==> src/hw/liu_rx_info_pkg.sv <==
// Constants for the receive information and interrupt mask register block
// Functional notes
// - Mask bit one enables matching status interrupt
// - Zero run of four or eight latches flag
// - Sixteen consecutive zeros latch long-run flag
// - Substitution codeword latches flag regardless of decoding
// - Carrier-loss clear criterion met latches flag
// - All-ones condition ending latches flag
// - Jitter FIFO within four bits latches flag
// - Unassigned information bits read zero, host ignores
// - Real-time receive level code in bits 7:4
// - Loop-up five seconds sets, loop-down five clears
// - Auto loopback disabled forces indication low
// - One-second tick from receive bits, clear-on-read
// - Clear: 32 ones/255 E1, 14/112 T1
// - Enabled status asserts interrupt until its read
package liu_rx_info_pkg;

  // ----------------------------------------------------------------
  // Register offsets
  // ----------------------------------------------------------------
  localparam logic [7:0] ADDR_ALARM_STATUS = 8'h06;
  localparam logic [7:0] ADDR_INTERRUPT_MASK = 8'h07;
  localparam logic [7:0] ADDR_RECEIVE_EVENT_FLAGS = 8'h08;
  localparam logic [7:0] ADDR_RECEIVE_LEVEL_LOOP = 8'h09;

  // ----------------------------------------------------------------
  // Field positions
  // ----------------------------------------------------------------
  localparam int BIT_ZERO_RUN = 7;
  localparam int BIT_LONG_ZERO_RUN = 6;
  localparam int BIT_SUBST_CODEWORD = 5;
  localparam int BIT_CARRIER_CLEARED = 4;
  localparam int BIT_ALL_ONES_CLEARED = 3;
  localparam int BIT_JITTER_LIMIT = 2;
  localparam int BIT_AUTO_LOOP = 1;
  localparam int BIT_ONE_HZ = 0;
  localparam logic [7:0] CHANGE_IRQ_BITS = 8'h38;

  // ----------------------------------------------------------------
  // Reset values
  // ----------------------------------------------------------------
  localparam logic [7:0] MASK_RESET = 8'h00;
  localparam logic [7:0] FLAGS_RESET = 8'h00;

  // ----------------------------------------------------------------
  // Counts
  // ----------------------------------------------------------------
  localparam logic [4:0] ZERO_RUN_E1 = 5'h04;
  localparam logic [4:0] ZERO_RUN_T1 = 5'h08;
  localparam logic [4:0] ZERO_RUN_LONG = 5'h10;
  localparam logic [7:0] CL_WINDOW_E1 = 8'hff;
  localparam logic [5:0] CL_ONES_E1 = 6'h20;
  localparam logic [7:0] CL_WINDOW_T1 = 8'h70;
  localparam logic [5:0] CL_ONES_T1 = 6'h0e;
  localparam logic [7:0] JITTER_USABLE_LIMIT = 8'h80;
  localparam logic [7:0] JITTER_MARGIN = 8'h04;
  localparam logic [2:0] LOOP_HOLD_SECONDS = 3'h5;

  // ----------------------------------------------------------------
  // Loopback states
  // ----------------------------------------------------------------
  typedef enum logic [1:0] {
    LOOP_IDLE = 2'b01,
    LOOP_ACTIVE = 2'b10
  } loop_state_type;

endpackage

==> src/hw/liu_rx_event_detect.sv <==
// Zero-run and carrier-loss clearing detector on the received bit stream
`timescale 1ns/10ps
module liu_rx_event_detect (
  input wire logic clk,
  input wire logic reset,
  input wire logic bit_en,
  input wire logic rx_one,
  input wire logic t1_mode_select,
  input wire logic carrier_loss,
  output logic zero_run_ev,
  output logic long_zero_run_ev,
  output logic carrier_clear_ev
);

  typedef struct packed {
    logic [4:0] zero_run;
    logic in_win;
    logic [7:0] bit_cnt;
    logic [5:0] ones_cnt;
    logic zero_ev;
    logic long_ev;
    logic cl_ev;
  } detect_state_type;

  detect_state_type q, n;
  logic [4:0] thr;
  logic [7:0] win;
  logic [5:0] need;
  logic [5:0] ones;

  // ----------------------------------------------------------------
  // Next state
  // ----------------------------------------------------------------
  always_comb begin
    thr = t1_mode_select ? liu_rx_info_pkg::ZERO_RUN_T1 : liu_rx_info_pkg::ZERO_RUN_E1;
    win = t1_mode_select ? liu_rx_info_pkg::CL_WINDOW_T1 : liu_rx_info_pkg::CL_WINDOW_E1;
    need = t1_mode_select ? liu_rx_info_pkg::CL_ONES_T1 : liu_rx_info_pkg::CL_ONES_E1;
    ones = 6'(q.ones_cnt + {5'h00, rx_one});
    n = q;
    n.zero_ev = 1'b0;
    n.long_ev = 1'b0;
    n.cl_ev = 1'b0;
    if (bit_en) begin
      if (rx_one) begin
        n.zero_run = 5'h00;
      end else if (q.zero_run != liu_rx_info_pkg::ZERO_RUN_LONG) begin
        n.zero_run = 5'(q.zero_run + 5'h01);
      end
      n.zero_ev = !rx_one && (5'(q.zero_run + 5'h01) == thr);
      n.long_ev = !rx_one && (5'(q.zero_run + 5'h01) == liu_rx_info_pkg::ZERO_RUN_LONG);
      if (!carrier_loss) begin
        n.in_win = 1'b0;
      end else if (!q.in_win) begin
        if (rx_one) begin
          n.in_win = 1'b1;
          n.bit_cnt = 8'h01;
          n.ones_cnt = 6'h01;
        end
      end else if (q.bit_cnt == win) begin
        n.in_win = 1'b0;
      end else if (ones >= need) begin
        n.cl_ev = 1'b1;
        n.in_win = 1'b0;
      end else begin
        n.bit_cnt = 8'(q.bit_cnt + 8'h01);
        n.ones_cnt = ones;
      end
    end
  end

  always_ff @(posedge clk) begin
    if (reset) begin
      q <= '0;
    end else begin
      q <= n;
    end
  end

  assign zero_run_ev = q.zero_ev;
  assign long_zero_run_ev = q.long_ev;
  assign carrier_clear_ev = q.cl_ev;
endmodule // liu_rx_event_detect

==> src/hw/liu_rx_info_regs.sv <==
// Receive information registers, interrupt mask and interrupt output
`timescale 1ns/10ps
module liu_rx_info_regs #(
  parameter logic [21:0] SECOND_BITS_E1 = 22'h1f4000,
  parameter logic [21:0] SECOND_BITS_T1 = 22'h178f40
) (
  input wire logic REF_CLK,
  input wire logic RESET,
  input wire logic [7:0] ADDR,
  input wire logic WR_EN,
  input wire logic RD_EN,
  input wire logic [7:0] WDATA,
  output logic [7:0] RDATA,
  output logic INT_N,
  output logic AUTO_REMOTE_LOOP,
  input wire logic RX_BIT_EN,
  input wire logic RX_ONE,
  input wire logic T1_MODE_SELECT,
  input wire logic CODEWORD_SEEN,
  input wire logic CARRIER_LOSS,
  input wire logic UNFRAMED_ALL_ONES,
  input wire logic [7:0] JITTER_FILL,
  input wire logic [3:0] RX_LEVEL,
  input wire logic LOOP_UP_DETECTED,
  input wire logic LOOP_DOWN_DETECTED,
  input wire logic AUTO_LOOPBACK_ENABLE,
  input wire logic [7:0] ALARM_STATUS
);

  typedef struct packed {
    logic [7:0] mask;
    logic [7:0] flags;
    logic one_hz;
    logic [21:0] bit_cnt;
    liu_rx_info_pkg::loop_state_type loop_st;
    logic [2:0] up_secs;
    logic [2:0] dn_secs;
    logic [7:0] pend;
    logic [7:0] status_prev;
    logic ones_prev;
    logic [7:0] rdata;
    logic int_n;
    logic auto_loop;
  } regs_state_type;

  function automatic logic addr_hit(input logic [7:0] a, input logic [7:0] target);
    addr_hit = (a == target);
  endfunction

  regs_state_type q, n;
  logic zero_run_ev;
  logic long_zero_run_ev;
  logic carrier_clear_ev;
  logic rd_flags;
  logic rd_level;
  logic rd_status;
  logic wr_mask;
  logic jitter_trip;
  logic tick;
  logic [21:0] second_len;
  logic [7:0] ev;
  logic [7:0] cause;

  // ----------------------------------------------------------------
  // Line event detection
  // ----------------------------------------------------------------
  liu_rx_event_detect liu_rx_event_detect_i (
    .clk(REF_CLK),
    .reset(RESET),
    .bit_en(RX_BIT_EN),
    .rx_one(RX_ONE),
    .t1_mode_select(T1_MODE_SELECT),
    .carrier_loss(CARRIER_LOSS),
    .zero_run_ev(zero_run_ev),
    .long_zero_run_ev(long_zero_run_ev),
    .carrier_clear_ev(carrier_clear_ev)
  );

  // ----------------------------------------------------------------
  // Next state
  // ----------------------------------------------------------------
  always_comb begin
    rd_flags = RD_EN && addr_hit(ADDR, liu_rx_info_pkg::ADDR_RECEIVE_EVENT_FLAGS);
    rd_level = RD_EN && addr_hit(ADDR, liu_rx_info_pkg::ADDR_RECEIVE_LEVEL_LOOP);
    rd_status = RD_EN && addr_hit(ADDR, liu_rx_info_pkg::ADDR_ALARM_STATUS);
    wr_mask = WR_EN && addr_hit(ADDR, liu_rx_info_pkg::ADDR_INTERRUPT_MASK);
    jitter_trip = JITTER_FILL >=
                  8'(liu_rx_info_pkg::JITTER_USABLE_LIMIT - liu_rx_info_pkg::JITTER_MARGIN);
    second_len = T1_MODE_SELECT ? SECOND_BITS_T1 : SECOND_BITS_E1;
    tick = RX_BIT_EN && (q.bit_cnt == 22'(second_len - 22'h000001));
    ev = 8'h00;
    ev[liu_rx_info_pkg::BIT_ZERO_RUN] = zero_run_ev;
    ev[liu_rx_info_pkg::BIT_LONG_ZERO_RUN] = long_zero_run_ev;
    ev[liu_rx_info_pkg::BIT_SUBST_CODEWORD] = CODEWORD_SEEN;
    ev[liu_rx_info_pkg::BIT_CARRIER_CLEARED] = carrier_clear_ev;
    ev[liu_rx_info_pkg::BIT_ALL_ONES_CLEARED] = q.ones_prev && !UNFRAMED_ALL_ONES;
    ev[liu_rx_info_pkg::BIT_JITTER_LIMIT] = jitter_trip;
    cause = (ALARM_STATUS & ~q.status_prev) |
            ((ALARM_STATUS ^ q.status_prev) & liu_rx_info_pkg::CHANGE_IRQ_BITS);
    n = q;
    n.status_prev = ALARM_STATUS;
    n.ones_prev = UNFRAMED_ALL_ONES;
    if (wr_mask) begin
      n.mask = WDATA;
    end
    // ----------------------------------------------------------------
    // Latched flags, set wins over the read clear
    // ----------------------------------------------------------------
    n.flags = (rd_flags ? liu_rx_info_pkg::FLAGS_RESET : q.flags) | ev;
    n.one_hz = (rd_level ? 1'b0 : q.one_hz) | tick;
    n.pend = (rd_status ? 8'h00 : q.pend) | cause;
    n.int_n = ~|(n.pend & n.mask);
    if (RX_BIT_EN) begin
      n.bit_cnt = tick ? 22'h000000 : 22'(q.bit_cnt + 22'h000001);
    end
    // ----------------------------------------------------------------
    // Loopback second counters
    // ----------------------------------------------------------------
    if (!LOOP_UP_DETECTED || !AUTO_LOOPBACK_ENABLE) begin
      n.up_secs = 3'h0;
    end else if (tick && q.up_secs != liu_rx_info_pkg::LOOP_HOLD_SECONDS) begin
      n.up_secs = 3'(q.up_secs + 3'h1);
    end
    if (!LOOP_DOWN_DETECTED || !AUTO_LOOPBACK_ENABLE) begin
      n.dn_secs = 3'h0;
    end else if (tick && q.dn_secs != liu_rx_info_pkg::LOOP_HOLD_SECONDS) begin
      n.dn_secs = 3'(q.dn_secs + 3'h1);
    end
    case (q.loop_st)
      liu_rx_info_pkg::LOOP_IDLE: begin
        if (q.up_secs == liu_rx_info_pkg::LOOP_HOLD_SECONDS) begin
          n.loop_st = liu_rx_info_pkg::LOOP_ACTIVE;
        end
      end
      liu_rx_info_pkg::LOOP_ACTIVE: begin
        if (q.dn_secs == liu_rx_info_pkg::LOOP_HOLD_SECONDS) begin
          n.loop_st = liu_rx_info_pkg::LOOP_IDLE;
        end
      end
      default: begin
        n.loop_st = liu_rx_info_pkg::LOOP_IDLE;
      end
    endcase
    if (!AUTO_LOOPBACK_ENABLE) begin
      n.loop_st = liu_rx_info_pkg::LOOP_IDLE;
    end
    n.auto_loop = (n.loop_st == liu_rx_info_pkg::LOOP_ACTIVE);
    // ----------------------------------------------------------------
    // Read data
    // ----------------------------------------------------------------
    if (RD_EN) begin
      case (ADDR)
        liu_rx_info_pkg::ADDR_INTERRUPT_MASK: begin
          n.rdata = q.mask;
        end
        liu_rx_info_pkg::ADDR_RECEIVE_EVENT_FLAGS: begin
          n.rdata = {q.flags[7:2], 2'b00};
        end
        liu_rx_info_pkg::ADDR_RECEIVE_LEVEL_LOOP: begin
          n.rdata = {RX_LEVEL, 2'b00, q.auto_loop, q.one_hz};
        end
        default: begin
          n.rdata = 8'h00;
        end
      endcase
    end
  end

  // ----------------------------------------------------------------
  // State register
  // ----------------------------------------------------------------
  always_ff @(posedge REF_CLK) begin
    if (RESET) begin
      q <= '0;
      q.mask <= liu_rx_info_pkg::MASK_RESET;
      q.flags <= liu_rx_info_pkg::FLAGS_RESET;
      q.loop_st <= liu_rx_info_pkg::LOOP_IDLE;
      q.int_n <= 1'b1;
    end else begin
      q <= n;
    end
  end

  assign RDATA = q.rdata;
  assign INT_N = q.int_n;
  assign AUTO_REMOTE_LOOP = q.auto_loop;
endmodule // liu_rx_info_regs

==> config.mk <==
export PLATFORM = sky130hd
export DESIGN_NAME = liu_rx_info_regs
export DESIGN_NICKNAME = d
export VERILOG_FILES = /design/src/hw/liu_rx_info_pkg.sv /design/src/hw/liu_rx_event_detect.sv /design/src/hw/liu_rx_info_regs.sv
export SDC_FILE = /design/constraint.sdc
export NUM_CORES = 1
export LEC_CHECK = 0
export ABC_AREA = 1
export BUFFER_PORTS_ARGS = -buffer_cell sky130_fd_sc_hd__buf_2
export CORE_MARGIN = 10
export CORE_UTILIZATION = 41
export DETAILED_ROUTE_END_ITERATION = 7
export HOLD_SLACK_MARGIN = 0.08
export SYNTH_ARGS = -nofsm -noshare
export SYNTH_HDL_FRONTEND = slang
export SYNTH_SLANG_ARGS = --single-unit
==> constraint.sdc <==
create_clock -name REF_CLK -period 2.5 [get_ports REF_CLK]
set_clock_uncertainty 0.15 [all_clocks]
set_input_delay 0 -clock REF_CLK [delete_from_list [all_inputs] [get_ports REF_CLK]]
set_output_delay 0 -clock REF_CLK [all_outputs]
set_load 0.005 [all_outputs]
==> results of run 1 <==
==> flip-flops by register name, indices dropped and copies added (netlist names) <==
signal	cells
AUTO_REMOTE_LOOP	1
INT_N	1
RDATA	8
liu_rx_event_detect_i.carrier_clear_ev	1
liu_rx_event_detect_i.long_zero_run_ev	1
liu_rx_event_detect_i.q	20
liu_rx_event_detect_i.zero_run_ev	1
q	62
==> metal layers <==
layer / share of wire, % / routed length [um] / track usage, % / vias up
met5: 0 / 0 / 0 / -
met4: 1.3 / 150 / 5.953 / 0
met3: 4.9 / 573 / 3.368 / 10
met2: 47 / 5494 / 23.42 / 72
met1: 47 / 5488 / 17.16 / 2100
li1: - / - / - / 2394
==> stage by stage <==
stage	hold WS [ps]	instances	instance area [sq um]	setup WS [ps]
2_1_floorplan	-43.03	682	4858	369.0
6_report	81.50	937	6137	177.1
3_3_place_gp	57.39	862	5225	238.9
5_1_grt	113.6	937	6137	7.578
4_1_cts	84.00	934	6073	199.1
3_5_place_dp	76.63	862	5225	214.4
==> cell families (layout without fill, tap and decap cells) <==
family                   Yosys count  after routing  share of synthesized area [%]
flip-flops                        95             95                          39.14
XOR/XNOR                          21             21                          3.786
adder cells (fa/ha/maj)           18             18                          4.636
AO/OA/AOI/OAI                     90             90                          10.92
buffers and inverters            103            215                          9.168
AND/OR/NAND/NOR                  355            355                          32.35
==> worst max-delay path: stages <==
cell	delay, ps
dlygate4sd3_1	540
buf_2	140
ha_1	230
ha_4	270
inv_1	30
ha_1	260
nand2_1	60
nand2_1	40
nand2_1	50
nand2_1	40
nand2_1	50
nand2_1	60
nand2_2	70
nand3_2	90
nand2_4	160
clkbuf_16	170
nand3_2	60
a21oi_2	130
==> power groups by stage <==
stage               Combinational, mW  Sequential, mW  Clock [mW]
finish                          0.319            1.58        1.34
global route                    0.362            1.58        1.44
CTS                             0.303            1.58        1.39
detailed placement              0.254            1.61           0
global placement                0.248            1.61           0
floorplan                       0.174            1.60           0
==> final timing paths <==
path	startpoint	endpoint	slack, ps
worst min-delay path	WR_EN	INT_N$_SDFF_PP1_	80
worst max register to register	liu_rx_event_detect_i.q[3]$_SDFFE_PP0P_	liu_rx_event_detect_i.q[9]$_SDFFE_PP0P_	190
worst min register to register	liu_rx_event_detect_i.carrier_clear_ev$_SDFF_PP0_	q[62]$_SDFF_PP0_	290
worst max-delay path	RX_ONE	liu_rx_event_detect_i.q[9]$_SDFFE_PP0P_	180
==> synth_stat cells (2+ instances only) <==
master    count
a211oi_1      3
a21oi_1      51
a21oi_2       2
a22o_1        4
a22oi_1       4
and3_1        3
buf_2         2
buf_4        10
buf_6         2
clkbuf_1     10
clkinv_1      4
dfxtp_1      95
ha_1         18
inv_1        69
inv_2         4
nand2_1     180
nand2_2       3
nand2_4       2
nand3_1      41
nand3_2       5
nand4_1       7
nor2_1       86
nor2_2        7
nor2_4        2
nor3_1       10
nor3_2        2
o21ai_0      14
o31ai_1       3
xnor2_1      11
xor2_1       10
==> final cells by class <==
| type | instances | area, sq um |
|---|---|---|
| well taps | 143 | 178.9 |
| repair buffers | 121 | 942.2 |
| inverters | 78 | 295.3 |
| fillers | 1107 | 5379 |
| clock buffers | 9 | 225.2 |
| multi-input cells | 484 | 2531 |
| flip-flops and latches | 95 | 1902 |
| clock inverters | 7 | 62.56 |
==> cell usage in the layout, fill, tap and decap left out, drive strengths merged <==
cell type	count
nand2	185
dfxtp	95
nor2	95
inv	79
buf	64
dlygate4sd3	56
a21oi	53
nand3	46
ha	18
o21ai	14
nor3	12
xnor2	11
xor2	10
clkbuf	10
nand4	8
clkinv	6
a22o	4
a22oi	4
a211oi	4
o31ai	3
and3	3
or2	2
nor4	2
a2111oi	2
o21a	1
o21bai	1
o211ai	1
nor4b	1
a311oi	1
a31oi	1
nor3b	1
a31o	1
==> timing repair <==
item / in CTS / in global routing
hold endpoints to repair: 64 / 0
hold buffers: 56 / 0
setup endpoints to repair: 0 / 8
setup buffers: 0 / 2
gates resized for setup: 0 / 4
==> flow_metrics.py, run 1 <==
metrics = {
    "timing": {
        "min_period_over_period_pct": 92.91,
        "relSlewSlack_pct": 63.94,
        "period_needed_ps": 2323,
        "max_freq_ghz": 0.4305,
        "worstMarginPinSlew_ps": 540.9,
        "rsz0062_at_grt": "false",
        "hold_violations": 0,
        "slew_viol_final": 0,
        "setup-tns-final_ps": 0,
        "setup_viol": 0,
    },
    "clocking": {
        "numCtsBuffers": 9,
        "htreeDepth": 3,
        "cts_tree": "done",
        "clk_pin_slew_ps": 70,
        "clock_path_buffers": 2,
        "cts_sinks": 95,
        "root_buffer": "clkbuf_16",
        "clock_latency_ps": 350,
    },
    "synthesis": {
        "ys.flop_type": "dfxtp_1",
        "yosysSeqAreaShare_pct": 39.14,
        "avgSynthCellArea_sq_um": 7.124,
        "synthesis.area_sq_um": 4858,
        "yosysUniqueCellTypes": 48,
        "synth_top_area_share_pct": 39.14,
        "synth_edf_count": 0,
        "synth.largest_area_cell": "dfxtp_1",
        "synth_area_leaders": "dfxtp_1 (39%), nand2_1 (14%), nor2_1 (6.6%), inv_1 (5.3%), a21oi_1 (5.3%)",
        "synth_cells": 682,
        "synth-seq-cells": 95,
        "yosysWarnings": 0,
        "synthArstFlopShare_pct": 0,
        "synth.net_count": 749,
    },
    "power_and_ir_drop": {
        "clockPowerShare_pct": 41.4,
        "p_switching_uw": 833.4,
        "finalPower_mw": 3.235,
        "powerDensity_nw_per_um2": 527.0,
        "cellLeakagePower_nw": 2.706,
        "pwr-share-seq_pct": 48.8,
        "p_sw_share_pct": 25.77,
        "p_comb_share_pct": 9.9,
        "p_int_mw": 2.401,
        "peakVddDrop_mv": 0.2497,
    },
    "run_status": {
        "outcome": "finished clean",
    },
    "worst_hold_path": {
        "hp-class": "in -> reg",
        "holdPathStages": 8,
    },
    "route": {
        "vias_per_cell": 4.884,
        "wl_per_cell_um": 12.49,
        "num_vias": 4576,
        "drc": 0,
        "routed_wl_um": 11710,
        "drtIter0Drc": 313,
        "firstDrtPassIters": 5,
        "final_antenna_net_count": 0,
    },
    "floorplan": {
        "start_util_pct": 42.19,
        "die_w_um": 128.9,
        "rows": 39,
        "dieArea_sq_um": 16600,
        "ioPinCount": 59,
        "die_h_um": 128.9,
        "design.core.area_sq_um": 11520,
    },
    "global_route": {
        "grt_max_degree": 52,
        "first_global_vias": 4386,
        "antenna_found_initial": 0,
        "gr-usage-all-layers_pct": 14.12,
        "grt_pass1_wl_um": 19540,
        "gr-total-overflow": 0,
    },
    "critical_path": {
        "criticalPathCategory": "in -> reg",
        "crit_fanout": 8,
        "ff2ff_path_depth": 16,
        "cp_data_required_time_ps": 2640,
        "endpoint_kind": "flop",
        "setup.worst_path.start_class": "input pin",
        "arrival_ps": 2460,
    },
    "cells_and_area": {
        "diodes": 0,
        "num-nets-final": 856,
        "drive_gt1_share_pct": 14.74,
        "fin_util_pct": 53.29,
        "synthToLayoutAreaGrowth_pct": 26.32,
    },
    "placement": {
        "portBuffers": 56,
        "place.detailed.hpwl_um": 8036,
        "gp_routability_congestion": 0.7959,
    },
    "run": {
        "drv_cap": 0,
    },
}
Power figures use the tool's default switching activity.
==> run 2, diff against run 1 <==
--- a/config.mk
+++ b/config.mk
@@ -11,6 +11,7 @@
 export CORE_UTILIZATION = 41
 export DETAILED_ROUTE_END_ITERATION = 7
 export HOLD_SLACK_MARGIN = 0.08
+export RECOVER_POWER = 100
 export SYNTH_ARGS = -nofsm -noshare
 export SYNTH_HDL_FRONTEND = slang
 export SYNTH_SLANG_ARGS = --single-unit
==> run 2 against run 1 <==
Against the previous run: routed wire length grew 0.10%; maximum frequency barely moved; largest power group unchanged; worst hold slack improved by 3.9 ps; clock-buffer cell count unchanged; cell count is the same; critical path type unchanged; core utilization fell by 0.49 points; final area shrank 0.92%.
==> flow_metrics.py, run 2 (synthesis results as in run 1) <==
metrics = {
    "run": {
        "drv_cap": 0,
    },
    "critical_path": {
        "setup.worst_path.start_class": "input pin",
        "crit_fanout": 8,
        "arrival_ps": 2460,
        "criticalPathCategory": "in -> reg",
        "ff2ff_path_depth": 16,
        "cp_data_required_time_ps": 2640,
        "timing.rr.end": "liu_rx_event_detect_i.q[9]$_SDFFE_PP0P_",
        "endpoint_kind": "flop",
        "regToRegSetupSlack_ps": 190,
        "rr_startpoint": "liu_rx_event_detect_i.q[3]$_SDFFE_PP0P_",
    },
    "timing": {
        "max_freq_ghz": 0.4301,
        "worstMarginPinSlew_ps": 582.3,
        "min_period_over_period_pct": 93.00,
        "setup_viol": 0,
        "period_needed_ps": 2325,
        "rsz0062_at_grt": "false",
        "hold_violations": 0,
        "relSlewSlack_pct": 61.08,
        "setup-tns-final_ps": 0,
        "slew_viol_final": 0,
    },
    "clocking": {
        "root_buffer": "clkbuf_16",
        "clock_latency_ps": 350,
        "numCtsBuffers": 9,
        "cts_sinks": 95,
        "clock_path_buffers": 2,
        "clk_pin_slew_ps": 70,
        "htreeDepth": 3,
        "cts_tree": "done",
    },
    "cells_and_area": {
        "final_common_cell": "nand2_1",
        "fillers": 1127,
        "top_register": "q",
        "num-nets-final": 856,
        "drive_gt1_share_pct": 11.96,
        "diodes": 0,
        "synthToLayoutAreaGrowth_pct": 25.16,
        "fin_area_sq_um": 6081,
        "largest_reg_flops": 62,
        "final_cell_mix": "nand2_1 (180), dfxtp_1 (95), nor2_1 (91)",
    },
    "route": {
        "drc": 0,
        "routed_wl_um": 11720,
        "final_antenna_net_count": 0,
        "firstDrtPassIters": 4,
        "num_vias": 4592,
        "wl_per_cell_um": 12.51,
        "drtIter0Drc": 340,
        "vias_per_cell": 4.901,
    },
    "global_route": {
        "grt_pass1_wl_um": 19540,
        "antenna_found_initial": 0,
        "gr-total-overflow": 0,
        "first_global_vias": 4386,
        "gr-usage-all-layers_pct": 14.12,
        "grt_max_degree": 52,
    },
    "placement": {
        "placed_area_sq_um": 5225,
        "portBuffers": 56,
        "gp_routability_congestion": 0.7959,
        "place.detailed.hpwl_um": 8036,
    },
    "power_and_ir_drop": {
        "peakVddDrop_mv": 0.2497,
        "cellLeakagePower_nw": 2.663,
        "powerDensity_nw_per_um2": 531.5,
    },
    "worst_hold_path": {
        "hp-class": "in -> reg",
        "holdPathEnd": "INT_N$_SDFF_PP1_",
        "hold_start": "WR_EN",
        "holdPathStages": 8,
    },
    "floorplan": {
        "dieArea_sq_um": 16600,
        "start_util_pct": 42.19,
        "die_w_um": 128.9,
        "ioPinCount": 59,
        "design.core.area_sq_um": 11520,
        "die_h_um": 128.9,
        "rows": 39,
    },
    "run_status": {
        "outcome": "finished clean",
    },
}
==> run 2: layout make-up <==
type / count / area [sq um] / share of cell area, %
multi-input cells: 484 / 2490 / 40.95
flip-flops and latches: 95 / 1902 / 31.28
repair buffers: 121 / 927.1 / 15.25
inverters: 78 / 295.3 / 4.856
clock buffers: 9 / 225.2 / 3.704
well taps: 143 / 178.9 / 2.942
clock inverters: 7 / 62.56 / 1.029
==> run 2: where the power goes <==
group | total, mW | leakage, nW | internal [mW] | switching [mW]
sequential | 1.58 | 0.773 | 1.55 | 0.0270
clock | 1.34 | 0.145 | 0.699 | 0.638
combinational | 0.316 | 1.75 | 0.149 | 0.167
total | 3.23 | 2.66 | 2.40 | 0.832
==> run 2: worst max path at each step <==
stage          slack, ps                                     from  cells after the start                                        to
2_1_floorplan        370  liu_rx_event_detect_i.q[3]$_SDFFE_PP0P_                     17  liu_rx_event_detect_i.q[15]$_SDFFE_PP0P_
3_3_place_gp         240  liu_rx_event_detect_i.q[3]$_SDFFE_PP0P_                     17   liu_rx_event_detect_i.q[6]$_SDFFE_PP0P_
3_5_place_dp         210  liu_rx_event_detect_i.q[3]$_SDFFE_PP0P_                     17  liu_rx_event_detect_i.q[13]$_SDFFE_PP0P_
4_1_cts              200  liu_rx_event_detect_i.q[3]$_SDFFE_PP0P_                     17  liu_rx_event_detect_i.q[13]$_SDFFE_PP0P_
5_1_grt                8                                   RX_ONE                     18   liu_rx_event_detect_i.q[9]$_SDFFE_PP0P_
6_report             170                                   RX_ONE                     18   liu_rx_event_detect_i.q[9]$_SDFFE_PP0P_
==> run 2: worst max-delay path: stages <==
cell	delay (ps)
dlygate4sd3_1	540
buf_2	140
ha_1	220
ha_4	270
inv_1	30
ha_1	260
nand2_1	60
nand2_1	40
nand2_1	50
nand2_1	40
nand2_1	50
nand2_1	60
nand2_2	70
nand3_2	90
nand2_4	160
clkbuf_16	170
nand3_2	60
a21oi_2	130
==> run 2: per-stage QoR <==
step | cells | hold WS (ps) | setup WS [ps] | util (%) | total power, mW
floorplan | 682 | -43.03 | 369.0 | - | 1.779
global placement | 862 | 57.39 | 238.9 | 45.37 | 1.858
detailed placement | 862 | 76.63 | 214.4 | 45.37 | 1.866
CTS | 934 | 84.00 | 199.1 | 52.74 | 3.266
global route | 937 | 113.6 | 8.387 | 52.80 | 3.384
finish | 937 | 85.36 | 175.0 | 52.80 | 3.232
==> run 2: timing repair <==
item                       4_1_cts  5_1_grt
resized for setup                0        4
hold endpoints to repair        64        0
hold buffers                    56        0
setup buffers                    0        2
setup endpoints to repair        0        8
==> run 2: routing by layer <==
| layer | global-route usage, % | share of wire, % | vias up |
|---|---|---|---|
| li1 | - | - | 2394 |
| met1 | 17.16 | 47 | 2097 |
| met2 | 23.42 | 46 | 89 |
| met3 | 3.368 | 5.5 | 12 |
| met4 | 5.953 | 1.4 | 0 |
| met5 | 0 | 0 | - |
